**src/rtl/fault_resp_pkg.sv**
```systemverilog
// constants for the fault response controller: register map, fields, codes, timing
// assumes a single 200 MHz clock and a plain strobe register port
package fault_resp_pkg;
  localparam int CLK_MHZ = 200;
  localparam int UNIT_NS = 1000;
  localparam int UNIT_CYC = (UNIT_NS * CLK_MHZ + 999) / 1000;
  localparam int RETRY_WAIT_NS = 10000;
  localparam int RETRY_WAIT_CYC = (RETRY_WAIT_NS * CLK_MHZ + 999) / 1000;
  localparam int CNT_W = 16;

  localparam logic [7:0] ADDR_CTRL = 8'h00;
  localparam logic [7:0] ADDR_STATUS = 8'h04;
  localparam logic [7:0] ADDR_MASK = 8'h08;
  localparam logic [7:0] ADDR_STATE = 8'h0C;
  localparam logic [7:0] ADDR_TRIES = 8'h10;
  localparam logic [7:0] ADDR_CFG0 = 8'h20;

  localparam int CTRL_OP_BIT = 0;
  localparam int CTRL_CLEAR_BIT = 1;
  localparam logic CTRL_OP_RST = 1'b1;
  localparam int STATE_SHUT_LSB = 0;
  localparam int STATE_LATCH_LSB = 8;
  localparam int STATE_FAULT_LSB = 16;
  localparam int STATE_EN_BIT = 24;

  localparam int CFG_DLY_LSB = 0;
  localparam int CFG_RETRY_LSB = 3;
  localparam int CFG_CODE_LSB = 6;
  localparam logic [7:0] CFG_RST = 8'hC0;

  localparam logic [1:0] RESP_IGNORE = 2'h0;
  localparam logic [1:0] RESP_DELAY = 2'h1;
  localparam logic [1:0] RESP_RETRY = 2'h2;
  localparam logic [1:0] RESP_LATCH = 2'h3;
  localparam logic [2:0] RETRY_NONE = 3'h0;
  localparam logic [2:0] RETRY_FOREVER = 3'h7;

  typedef enum logic [1:0] {CH_IDLE, CH_DELAY, CH_WAIT, CH_LATCH} ch_state_e;
endpackage

```
**src/rtl/fault_channel.sv**
```systemverilog
// response sequencer for one monitored fault
// assumes fault_i is already synchronised; clear_i is a one-cycle pulse
`timescale 1ns/1ps
module fault_channel import fault_resp_pkg::*; #(
  parameter int UNIT = UNIT_CYC,
  parameter int WAIT = RETRY_WAIT_CYC
) (
  // clock and reset
  input wire logic clk_sys_i,
  input wire logic rst_i,
  // fault and config
  input wire logic fault_i,
  input wire logic [7:0] cfg_i,
  input wire logic clear_i,
  // response
  output logic shut_o,
  output logic latch_o,
  output logic event_o,
  output logic [2:0] tries_o
);
  if (UNIT < 1 || WAIT < 1 || 7 * UNIT >= (1 << CNT_W) || WAIT >= (1 << CNT_W)) begin : g_chk
    $error("fault_channel: delay unit or retry wait does not fit the counter");
  end

  typedef struct packed {
    ch_state_e state;
    logic [CNT_W-1:0] cnt;
    logic [2:0] tries;
    logic fault_q;
    logic evt;
  } ch_s;

  ch_s s;
  ch_s next_s;
  logic [1:0] code;
  logic [2:0] retry;
  logic [CNT_W-1:0] limit;
  logic give_up;

  assign code = cfg_i[CFG_CODE_LSB +: 2];
  assign retry = cfg_i[CFG_RETRY_LSB +: 3];
  assign limit = CNT_W'(32'(cfg_i[CFG_DLY_LSB +: 3]) * UNIT);
  // no retry left: latch off instead of waiting
  assign give_up = retry == RETRY_NONE || (retry != RETRY_FOREVER && s.tries >= retry);

  always_comb begin
    next_s = s;
    next_s.fault_q = fault_i;
    next_s.evt = fault_i & ~s.fault_q & (code != RESP_IGNORE);
    if (clear_i) begin
      next_s.state = CH_IDLE;
      next_s.cnt = '0;
      next_s.tries = '0;
    end else begin
      case (s.state)
        CH_IDLE: begin
          next_s.cnt = '0;
          if (fault_i) begin
            case (code)
              RESP_DELAY: next_s.state = CH_DELAY;
              RESP_RETRY: next_s.state = give_up ? CH_LATCH : CH_WAIT;
              RESP_LATCH: next_s.state = CH_LATCH;
              default: next_s.state = CH_IDLE;
            endcase
          end
        end
        CH_DELAY: begin
          if (!fault_i) begin
            next_s.state = CH_IDLE;
            next_s.cnt = '0;
          end else if (s.cnt >= limit) begin
            next_s.state = give_up ? CH_LATCH : CH_WAIT;
            next_s.cnt = '0;
          end else begin
            next_s.cnt = s.cnt + 1'b1;
          end
        end
        CH_WAIT: begin
          if (s.cnt >= CNT_W'(WAIT - 1)) begin
            next_s.state = CH_IDLE;
            next_s.cnt = '0;
            next_s.tries = (s.tries == 3'h7) ? s.tries : s.tries + 1'b1;
          end else begin
            next_s.cnt = s.cnt + 1'b1;
          end
        end
        CH_LATCH: next_s.state = CH_LATCH;
        default: next_s.state = CH_IDLE;
      endcase
    end
  end

  always_ff @(posedge clk_sys_i) begin
    if (rst_i) begin
      s <= '{state: CH_IDLE, cnt: '0, tries: '0, fault_q: 1'b0, evt: 1'b0};
    end else begin
      s <= next_s;
    end
  end

  assign shut_o = s.state == CH_WAIT || s.state == CH_LATCH;
  assign latch_o = s.state == CH_LATCH;
  assign event_o = s.evt;
  assign tries_o = s.tries;
endmodule

```
**src/rtl/fault_response_controller.sv**
```systemverilog
// fault response controller: per-fault sequencers, output enable, registers, interrupt
// assumes fault and control pins are asynchronous; register port on clk_sys_i
//
// Decided for this implementation: the address map and the strobed register port.
`timescale 1ns/1ps
module fault_response_controller import fault_resp_pkg::*; #(
  parameter int NUM_FAULTS = 4
) (
  // clock and reset
  input wire logic clk_sys_i,
  input wire logic rst_i,
  // register port
  input wire logic [7:0] addr_i,
  input wire logic [31:0] wdata_i,
  input wire logic wr_i,
  input wire logic rd_i,
  output logic [31:0] rdata_o,
  // pins
  input wire logic [NUM_FAULTS-1:0] fault_i,
  input wire logic ctrl_pin_i,
  // outputs
  output logic out_en_o,
  output logic irq_o
);
  localparam int N = NUM_FAULTS;

  // the state readback packs eight bits per field
  if (N < 1 || N > 8) begin : g_chk
    $error("fault_response_controller: NUM_FAULTS must be 1 to 8");
  end

  typedef struct packed {
    logic [N-1:0] fault_m;
    logic [N-1:0] fault_s;
    logic pin_m;
    logic pin_s;
    logic op;
    logic en_q;
    logic [N-1:0] mask;
    logic [N-1:0] status;
    logic [N-1:0][7:0] cfg;
    logic [31:0] rdata;
    logic out_en;
    logic irq;
  } top_s;

  top_s s;
  top_s next_s;

  // channel hookup
  logic [N-1:0] ch_clear;
  logic [N-1:0] ch_shut;
  logic [N-1:0] ch_latch;
  logic [N-1:0] ch_event;
  logic [N-1:0][2:0] ch_tries;

  // decoded requests
  logic en_now;
  logic cycle_on;
  logic clear_cmd;
  logic [N-1:0] w1c;
  logic [N-1:0] cfg_hit;

  assign en_now = s.pin_s & s.op;
  assign cycle_on = en_now & ~s.en_q;
  assign clear_cmd = wr_i && addr_i == ADDR_CTRL && wdata_i[CTRL_CLEAR_BIT];
  assign w1c = (wr_i && addr_i == ADDR_STATUS) ? wdata_i[N-1:0] : '0;

  // faults are cleared one by one through status, or all at once
  assign ch_clear = w1c | {N{clear_cmd | cycle_on}};

  for (genvar i = 0; i < N; i++) begin : g_ch
    assign cfg_hit[i] = wr_i && addr_i == 8'(ADDR_CFG0 + 8'(4 * i));

    // each fault gets its own unit, doubling per index
    fault_channel #(
      .UNIT(UNIT_CYC << i),
      .WAIT(RETRY_WAIT_CYC)
    ) u_ch (
      .clk_sys_i(clk_sys_i),
      .rst_i(rst_i),
      .fault_i(s.fault_s[i]),
      .cfg_i(s.cfg[i]),
      .clear_i(ch_clear[i]),
      .shut_o(ch_shut[i]),
      .latch_o(ch_latch[i]),
      .event_o(ch_event[i]),
      .tries_o(ch_tries[i])
    );
  end

  always_comb begin
    next_s = s;

    // pin synchronisers
    next_s.fault_m = fault_i;
    next_s.fault_s = s.fault_m;
    next_s.pin_m = ctrl_pin_i;
    next_s.pin_s = s.pin_m;
    next_s.en_q = en_now;

    // register writes
    if (wr_i && addr_i == ADDR_CTRL) begin
      next_s.op = wdata_i[CTRL_OP_BIT];
    end
    if (wr_i && addr_i == ADDR_MASK) begin
      next_s.mask = wdata_i[N-1:0];
    end
    for (int i = 0; i < N; i++) begin
      if (cfg_hit[i]) begin
        next_s.cfg[i] = wdata_i[7:0];
      end
    end

    // set beats clear in the same cycle
    next_s.status = (s.status & ~(w1c | {N{clear_cmd}})) | ch_event;

    // reads answer one cycle later, unmapped reads zero
    next_s.rdata = '0;
    if (rd_i) begin
      case (addr_i)
        ADDR_CTRL: next_s.rdata[CTRL_OP_BIT] = s.op;
        ADDR_STATUS: next_s.rdata[N-1:0] = s.status;
        ADDR_MASK: next_s.rdata[N-1:0] = s.mask;
        ADDR_STATE: begin
          next_s.rdata[STATE_SHUT_LSB +: N] = ch_shut;
          next_s.rdata[STATE_LATCH_LSB +: N] = ch_latch;
          next_s.rdata[STATE_FAULT_LSB +: N] = s.fault_s;
          next_s.rdata[STATE_EN_BIT] = s.out_en;
        end
        ADDR_TRIES: next_s.rdata[3*N-1:0] = ch_tries;
        default: begin
          for (int i = 0; i < N; i++) begin
            if (addr_i == 8'(ADDR_CFG0 + 8'(4 * i))) begin
              next_s.rdata[7:0] = s.cfg[i];
            end
          end
        end
      endcase
    end

    // output runs while commanded on and no fault holds it off
    next_s.out_en = en_now & ~|ch_shut;
    next_s.irq = |(next_s.status & next_s.mask);
  end

  always_ff @(posedge clk_sys_i) begin
    if (rst_i) begin
      s <= '0;
      s.op <= CTRL_OP_RST;
      s.cfg <= {N{CFG_RST}};
    end else begin
      s <= next_s;
    end
  end

  assign rdata_o = s.rdata;
  assign out_en_o = s.out_en;
  assign irq_o = s.irq;

  logic [N-1:0] code_delay;
  logic [N-1:0] code_retry;
  logic [N-1:0] code_latch;
  logic [N-1:0] dly_zero;
  for (genvar i = 0; i < N; i++) begin : g_code
    assign code_delay[i] = s.cfg[i][CFG_CODE_LSB +: 2] == RESP_DELAY;
    assign code_retry[i] = s.cfg[i][CFG_CODE_LSB +: 2] == RESP_RETRY;
    assign code_latch[i] = s.cfg[i][CFG_CODE_LSB +: 2] == RESP_LATCH;
    assign dly_zero[i] = s.cfg[i][CFG_DLY_LSB +: 3] == 3'h0;
  end
endmodule

```
**config.mk**
```make
export PLATFORM = sky130hd
export DESIGN_NAME = fault_response_controller
export DESIGN_NICKNAME = d
export VERILOG_FILES = /design/src/rtl/fault_resp_pkg.sv /design/src/rtl/fault_channel.sv /design/src/rtl/fault_response_controller.sv
export SDC_FILE = /design/constraint.sdc
export NUM_CORES = 1
export LEC_CHECK = 0
export BUFFER_PORTS_ARGS = -buffer_cell sky130_fd_sc_hd__buf_2
export CORE_AREA = 4 4 172 107
export CTS_CLUSTER_DIAMETER = 200
export DETAILED_ROUTE_END_ITERATION = 6
export DIE_AREA = 0 0 176 111
export PLACE_DENSITY = 0.76
export SLEW_MARGIN = 10
export SYNTH_ARGS = -nofsm -noshare
export SYNTH_HDL_FRONTEND = slang
export SYNTH_HIERARCHICAL = 1
export SYNTH_SLANG_ARGS = --single-unit
```
**constraint.sdc**
```tcl
create_clock -name clk_sys_i -period 3.7 [get_ports clk_sys_i]
set_clock_uncertainty 0.15 [all_clocks]
set_input_delay 0.185 -clock clk_sys_i [delete_from_list [all_inputs] [get_ports clk_sys_i]]
set_output_delay 0.185 -clock clk_sys_i [all_outputs]
set_load 0.02 [all_outputs]
```
==> impl_metrics.ini, run 1 <==
[layout]
layout_common_cells = dfxtp_1 (163), ha_1 (102), inv_1 (80), nand2_1 (80), nor2_1 (70)
mostFrequentLayoutCell = dfxtp_1
drive_above_1_share_pct = 14.91
synthToLayoutAreaGrowth_pct = 8.623
diodes = 0
fin_nets = 1258
post-route-util_pct = 64.17

[power]
p_clk_share_pct = 40.6
p_int_mw = 3.239
ir_worst_vdd_mv = 0.3574
swShare_pct = 30.24
power.leakage_nw = 4.474
p_sw_mw = 1.404
pwr-share-comb_pct = 19.0
power_density_nw_per_um2 = 429.4
p_seq_share_pct = 40.4

[floorplan]
fp.dieW_um = 176
fp.dieArea_um2 = 19540
core_um2 = 16850
rows = 37
die_y_um = 111
start_util_pct = 59.07
io_pins = 83

[route]
drc = 0
drt_first_iter_violations = 924
dr.pass1.iters = 6
wl_mm = 25.04
final_antenna_net_count = 0
drt-vias-per-instance = 6.097
vias = 8256
wl_per_cell_um = 18.49

[sta]
worstMarginPinSlew_ns = 1.008
rsz0062_at_grt = no
slew_headroom_pct = 32.64
hold_slack_ns = 0.02073
clock.fmax_mhz = 299.2
finalCritPeriodShare_pct = 90.33
hold_viol_final = 0
tns_ns = 0
slew_violations = 0
setup_violations = 0
finalCriticalPeriod_ns = 3.342

[synth]
synth_cell_types = 92
syn-instance-count = 1090
ys_ff_latch = 163
synth_compound_area_share_pct = 19.82
yosys_warnings = 6
async_reset_ff_share_pct = 0
ys_seq_area_share_pct = 32.78
synth_xor_area_share_pct = 1.408
synthAdderAreaFrac_pct = 12.82
synth_edf_count = 0
synth_top_family_by_area = simple AND/OR/NAND/NOR gates
avgSynthCellArea_um2 = 9.133
muxShareOfSynthArea_pct = 5.153
syn-cell-area_um2 = 9955
ys.flop_type = dfxtp_1
synth-simple-area-share_pct = 19.96

[critical_path]
worst_ep_required_time_ns = 3.90
crit_fanout = 17
worstPathArrival_ns = 3.55
critPathKind = reg2reg
end_kind = flop
startpoint_type = flop

[clocking]
cts.sinks = 163
cts_tree = built
clkTransAtPathRegs_ns = 0.07
clock-root-buffer = clkbuf_16
clock_latency_ns = 0.42
cts_buffers = 17
cts_buffer_depth = 2
post-cts-setup-buffers = 0
htree_levels = 4

[global_route]
grt_pass1_vias = 7508
grt-ovfl-total = 0
antenna_found_initial = 0
grt_max_degree = 42
grt_first_pass_wirelength_mm = 40.02
grtUsageTotal_pct = 25.25

[place]
hpwl_mm = 18.26
port_buffers = 43
gp_congestion = 0.9560

[run_status]
status = finished, final reports clean

[worst_hold_path]
hold_class = in2reg

[flow_run]
maxCapViolations = 0
-- metal layers --
metal	vias up	global-route usage [%]	wire length (um)
met3	48	8.316	2604
li1	3964	-	-
met4	0	5.140	379
met2	350	33.78	9758
met5	-	0	0
met1	3894	39.02	12300
-- cell families (layout without fill, tap and decap cells) --
| group | count (synthesis) | count (layout) |
|---|---|---|
| AND/OR/NAND/NOR | 367 | 367 |
| AO/OA/AOI/OAI | 234 | 234 |
| flip-flops | 163 | 163 |
| buffers and inverters | 158 | 174 |
| adder cells (fa/ha/maj) | 102 | 102 |
| multiplexers | 49 | 49 |
| XOR/XNOR | 16 | 16 |
| other | 1 | 15 |
-- synthesized netlist by cell type, types with 17 or more instances --
library cell | n | share of area (%)
nor3_1 | 22 | 1.1
nand3_1 | 44 | 2.2
and3_1 | 28 | 1.8
mux2i_1 | 43 | 4.3
nor2_1 | 70 | 2.6
ha_1 | 102 | 13
dfxtp_1 | 163 | 33
nand2_1 | 80 | 3.0
nand4_1 | 18 | 1.1
a21oi_1 | 39 | 2.0
a31oi_1 | 17 | 1.1
o21ai_0 | 24 | 1.2
buf_4 | 45 | 3.4
nor2b_1 | 23 | 1.4
clkbuf_1 | 22 | 0.83
inv_1 | 80 | 3.0
-- cell type report --
cell class | instances | area (um^2)
inverter | 80 | 300.3
timing repair buffer | 62 | 380.4
clock buffer | 19 | 452.9
fill | 1393 | 6038
clock inverter | 13 | 171.4
tap | 234 | 292.8
sequential | 163 | 3263
multi-input combinational | 783 | 5952
-- path summary, 6_finish.rpt --
kind / from / depth (start not counted) / slack (ns) / endpoint
setup reg to reg: s[51] / 13 / 0.36 / g_ch[2].u_ch/s[14]
hold / removal: wdata_i[2] / 3 / 0.02 / s[52]
hold reg to reg: g_ch[2].u_ch/s[1] / 1 / 0.24 / g_ch[2].u_ch/event_o
setup / recovery: s[51] / 13 / 0.36 / g_ch[2].u_ch/s[14]
-- sequential cells by signal (all words and copies together) (netlist names) --
| name | cells |
|---|---|
| rdata_o | 17 |
| out_en_o | 1 |
| next_s | 5 |
| irq_o | 1 |
| g_ch.u_ch/event_o | 4 |
| g_ch.u_ch/tries_o | 12 |
| g_ch.u_ch/s | 76 |
| s | 47 |
-- power groups by stage --
stage	registers, mW	logic (mW)	clock network, mW
floorplan	1.90	0.652	0
global placement	1.91	0.832	0
detailed placement	1.91	0.846	0
CTS	1.87	0.863	1.91
global route	1.88	0.971	1.98
finish	1.88	0.882	1.89
-- what timing repair did --
item                                    4_1_cts  5_1_grt
endpoints found under the setup margin        0        0
hold buffers                                  9        0
resized for setup                             0        0
endpoints found under the hold margin        16        0
-- critical path: stages (launching register included) --
cell and delay [ns]:
dfxtp_1 0.41, inv_1 0.08, ha_1 0.28, inv_1 0.04
ha_1 0.20, ha_1 0.27, inv_1 0.05, ha_1 0.29
a21o_1 0.19, a2111oi_4 0.39, nand4_1 0.19, o21ai_4 0.41
a41oi_1 0.17, a31oi_1 0.15
-- metrics by stage --
step / worst slack, ns / cells / total power [mW] / cell area (um^2)
global route: 0.1414 / 1354 / 4.836 / 10810
floorplan: 0.6823 / 1104 / 2.549 / 10010
detailed placement: 0.3781 / 1313 / 2.760 / 10100
finish: 0.3579 / 1354 / 4.644 / 10810
CTS: 0.3727 / 1354 / 4.646 / 10810
global placement: 0.4545 / 1313 / 2.745 / 10100
Note: power is estimated with default switching activity, not from simulation.
==> inputs of run 2 (changes only) <==
--- a/config.mk
+++ b/config.mk
@@ -6,13 +6,12 @@
 export NUM_CORES = 1
 export LEC_CHECK = 0
 export BUFFER_PORTS_ARGS = -buffer_cell sky130_fd_sc_hd__buf_2
-export CORE_AREA = 4 4 172 107
+export CORE_AREA = 4 4 173 108
 export CTS_CLUSTER_DIAMETER = 200
 export DETAILED_ROUTE_END_ITERATION = 6
-export DIE_AREA = 0 0 176 111
-export PLACE_DENSITY = 0.76
+export DIE_AREA = 0 0 177 112
+export PLACE_DENSITY = 0.74
 export SLEW_MARGIN = 10
 export SYNTH_ARGS = -nofsm -noshare
 export SYNTH_HDL_FRONTEND = slang
-export SYNTH_HIERARCHICAL = 1
 export SYNTH_SLANG_ARGS = --single-unit
==> constraint.sdc (replaced) <==
create_clock -name clk_sys_i -period 2.9 [get_ports clk_sys_i]
set_clock_uncertainty 0.15 [all_clocks]
set_input_delay 0.145 -clock clk_sys_i [delete_from_list [all_inputs] [get_ports clk_sys_i]]
set_output_delay 0.145 -clock clk_sys_i [all_outputs]
set_load 0.02 [all_outputs]
==> impl_metrics.ini, run 2 <==
[run_status]
status = finished with violations
violations = DRC, setup timing

[synth]
ys_ff_latch = 163
synth_commonest_cells = dfxtp_1 (163), nand2_1 (113), ha_1 (101)
syn-instance-count = 1083
yosys_warnings = 0
ys_top_cells_by_area = dfxtp_1 (35%), ha_1 (14%), nand2_1 (4.6%)
synth_cell_types = 78
synth_top_area_cell = dfxtp_1
yosysMostFrequentCell = dfxtp_1
synth_edf_count = 0
avgSynthCellArea_um2 = 8.591
ys_seq_area_share_pct = 35.07
syn-cell-area_um2 = 9304
synth_top_area_share_pct = 35.07
async_reset_ff_share_pct = 0
ys.flop_type = dfxtp_1

[critical_path]
critPathKind = reg2reg
startpoint_type = flop
startpoint = s[51]
slowest_stage = o211ai_1
r2r-start = s[51]
r2r_cells = 14
worstPathArrival_ns = 3.26
crit_family = compound AO/OA/AOI/OAI gates
critPathBufInv = 4
crit_path_max_incr_delay_ns = 0.49
crit_top_cell = ha_4
end_kind = flop
crit_chain = inv_2, ha_4, inv_2, ha_4, ha_4, inv_4, ha_4, and3_4, nand3b_1, o211a_1, o211ai_1, buf_4, a2bb2oi_2, o31ai_1
r2r_slack_ns = -0.19
reg2reg_to = g_ch[2].u_ch.s[11]
crit_fanout = 6
worst_ep_required_time_ns = 3.07

[sta]
slew_headroom_pct = 55.01
hold_viol_final = 0
slew_violations = 0
finalCritPeriodShare_pct = 106.6
finalCriticalPeriod_ns = 3.093
worst_slack_ns = -0.1927
clock.fmax_mhz = 323.3
worstMarginPinSlew_ns = 0.6687
rsz0062_at_grt = yes
setup_violations = 15

[global_route]
grtUsageTotal_pct = 24.68
antenna_found_initial = 0
grt_first_pass_wirelength_mm = 39.43
grt-ovfl-total = 0
grt_max_degree = 51
grt_pass1_vias = 7484

[route]
drc = 5
dr.pass1.iters = 7
vias = 8261
final_antenna_net_count = 0
wl_mm = 24.88
drt_first_iter_violations = 1049
wl_per_cell_um = 17.69
drt-vias-per-instance = 5.871

[worst_hold_path]
hold_start = wr_i
worstHoldEndpoint = s[44]
holdPathStages = 3
hold_class = in2reg

[floorplan]
rows = 37
io_pins = 83
start_util_pct = 54.76
core_um2 = 16990
fp.dieW_um = 177
fp.dieArea_um2 = 19820
die_y_um = 112

[layout]
synthToLayoutAreaGrowth_pct = 18.44
layout_common_cells = dfxtp_1 (159), nand2_1 (111), nor2_1 (93), ha_1 (88), inv_1 (67)
fin_nets = 1311
largest_reg_flops = 76
regMostFlops = g_ch.u_ch.s
diodes = 0
drive_above_1_share_pct = 17.65
multi_input_area_um2 = 5799
post-route-util_pct = 64.86
nFillCells = 1405
final_cell_area_um2 = 11020
seqCellArea_um2 = 3268
final_cells = 1407
mostFrequentLayoutCell = dfxtp_1

[clocking]
cts.sinks = 163
cts_buffers = 17
htree_levels = 4
cts_tree = built
clock_latency_ns = 0.44
cts_buffer_depth = 2
clkTransAtPathRegs_ns = 0.07
clock-root-buffer = clkbuf_16

[place]
port_buffers = 43
place_area_um2 = 9866
hpwl_mm = 17.32
numPlacedInstances = 1349
gp_congestion = 0.9420

[power]
power_density_nw_per_um2 = 540.3
ir_worst_vdd_mv = 0.3330
power.leakage_nw = 4.610
finalPower_mw = 5.953

[flow_run]
maxCapViolations = 0
[run 2: changes by cell type after synthesis, sizes merged, moves of 8 or more]
cell | before | now
nand2 | 82 | 114
and3 | 37 | 13
nor2 | 71 | 95
buf | 56 | 37
and2 | 9 | 26
nand3 | 48 | 63
mux2i | 43 | 31
nor3 | 22 | 10
a211oi | 22 | 11
a21oi | 41 | 51
a22o | 6 | 16
or3 | 1 | 11
a22oi | 15 | 6
a21o | 3 | 11
[run 2: worst max path at each step]
stage / slack [ns] / to / depth (start not counted)
after global routing: -0.26 / g_ch[2].u_ch.s[9] / 13
final: -0.19 / g_ch[2].u_ch.s[11] / 14
after CTS: -0.11 / g_ch[1].u_ch.s[5] / 12
after detailed placement: -0.19 / g_ch[2].u_ch.s[9] / 13
after floorplan: -0.04 / g_ch[2].u_ch.s[9] / 13
after global placement: -0.14 / g_ch[2].u_ch.s[9] / 13
[run 2: worst min-delay path: cells and delay by family]
kind | cells | cell delay [ns]
buffers and inverters | 1 | 0.27
AND/OR/NAND/NOR | 1 | 0.16
AO/OA/AOI/OAI | 1 | 0.05
[run 2: per-layer routing]
| layer | up-vias | track usage [%] | wire [um] | part of all wire [%] |
|---|---|---|---|---|
| met5 | - | 0 | 0 | 0 |
| met4 | 0 | 6.388 | 314 | 1.3 |
| met3 | 33 | 6.244 | 2434 | 9.8 |
| met2 | 345 | 34.99 | 10460 | 42 |
| met1 | 3926 | 37.17 | 11680 | 47 |
| li1 | 3957 | - | - | - |
[run 2: what timing repair did]
item                                   in CTS  in global routing
setup endpoints to repair                  37                 61
endpoints found under the hold margin      38                  0
setup buffers                               8                  4
hold buffers                               15                  0
gates resized for setup                    43                 29
gates cloned                                2                  0
pin swaps                                  42                 35
[run 2: layout make-up]
type | count | area share [%]
clock buffers | 20 | 4.144
clock inverters | 11 | 1.385
inverters | 77 | 2.668
multi-input cells | 794 | 52.63
flip-flops and latches | 163 | 29.66
well taps | 234 | 2.657
repair buffers | 108 | 6.858
[run 2: cells by family after synthesis]
group	Yosys count	synth area share [%]
compound gates	204	15.87
xor+xnor	18	1.694
fa+ha+maj	101	13.58
buf+inv	141	7.127
flops	163	35.07
mux	36	3.940
other cells	1	0.04031
simple gates	419	22.67
[run 2: per-stage QoR]
step	setup TNS, ns	hold slack (ns)	worst slack (ns)
6_report	-1.297	0.09642	-0.1927
5_1_grt	-3.088	0.1069	-0.2599
4_1_cts	-1.186	0.05340	-0.1077
3_5_place_dp	-2.312	0.2259	-0.1935
3_3_place_gp	-0.8799	0.2109	-0.1400
2_1_floorplan	-0.03576	0.07507	-0.03576
[run 2: where the power goes]
group          total (mW)  switching, mW  internal [mW]
Combinational        1.18          0.730          0.454
Sequential           2.39         0.0830           2.31
Clock                2.37          0.975           1.40
Total                5.95           1.79           4.17
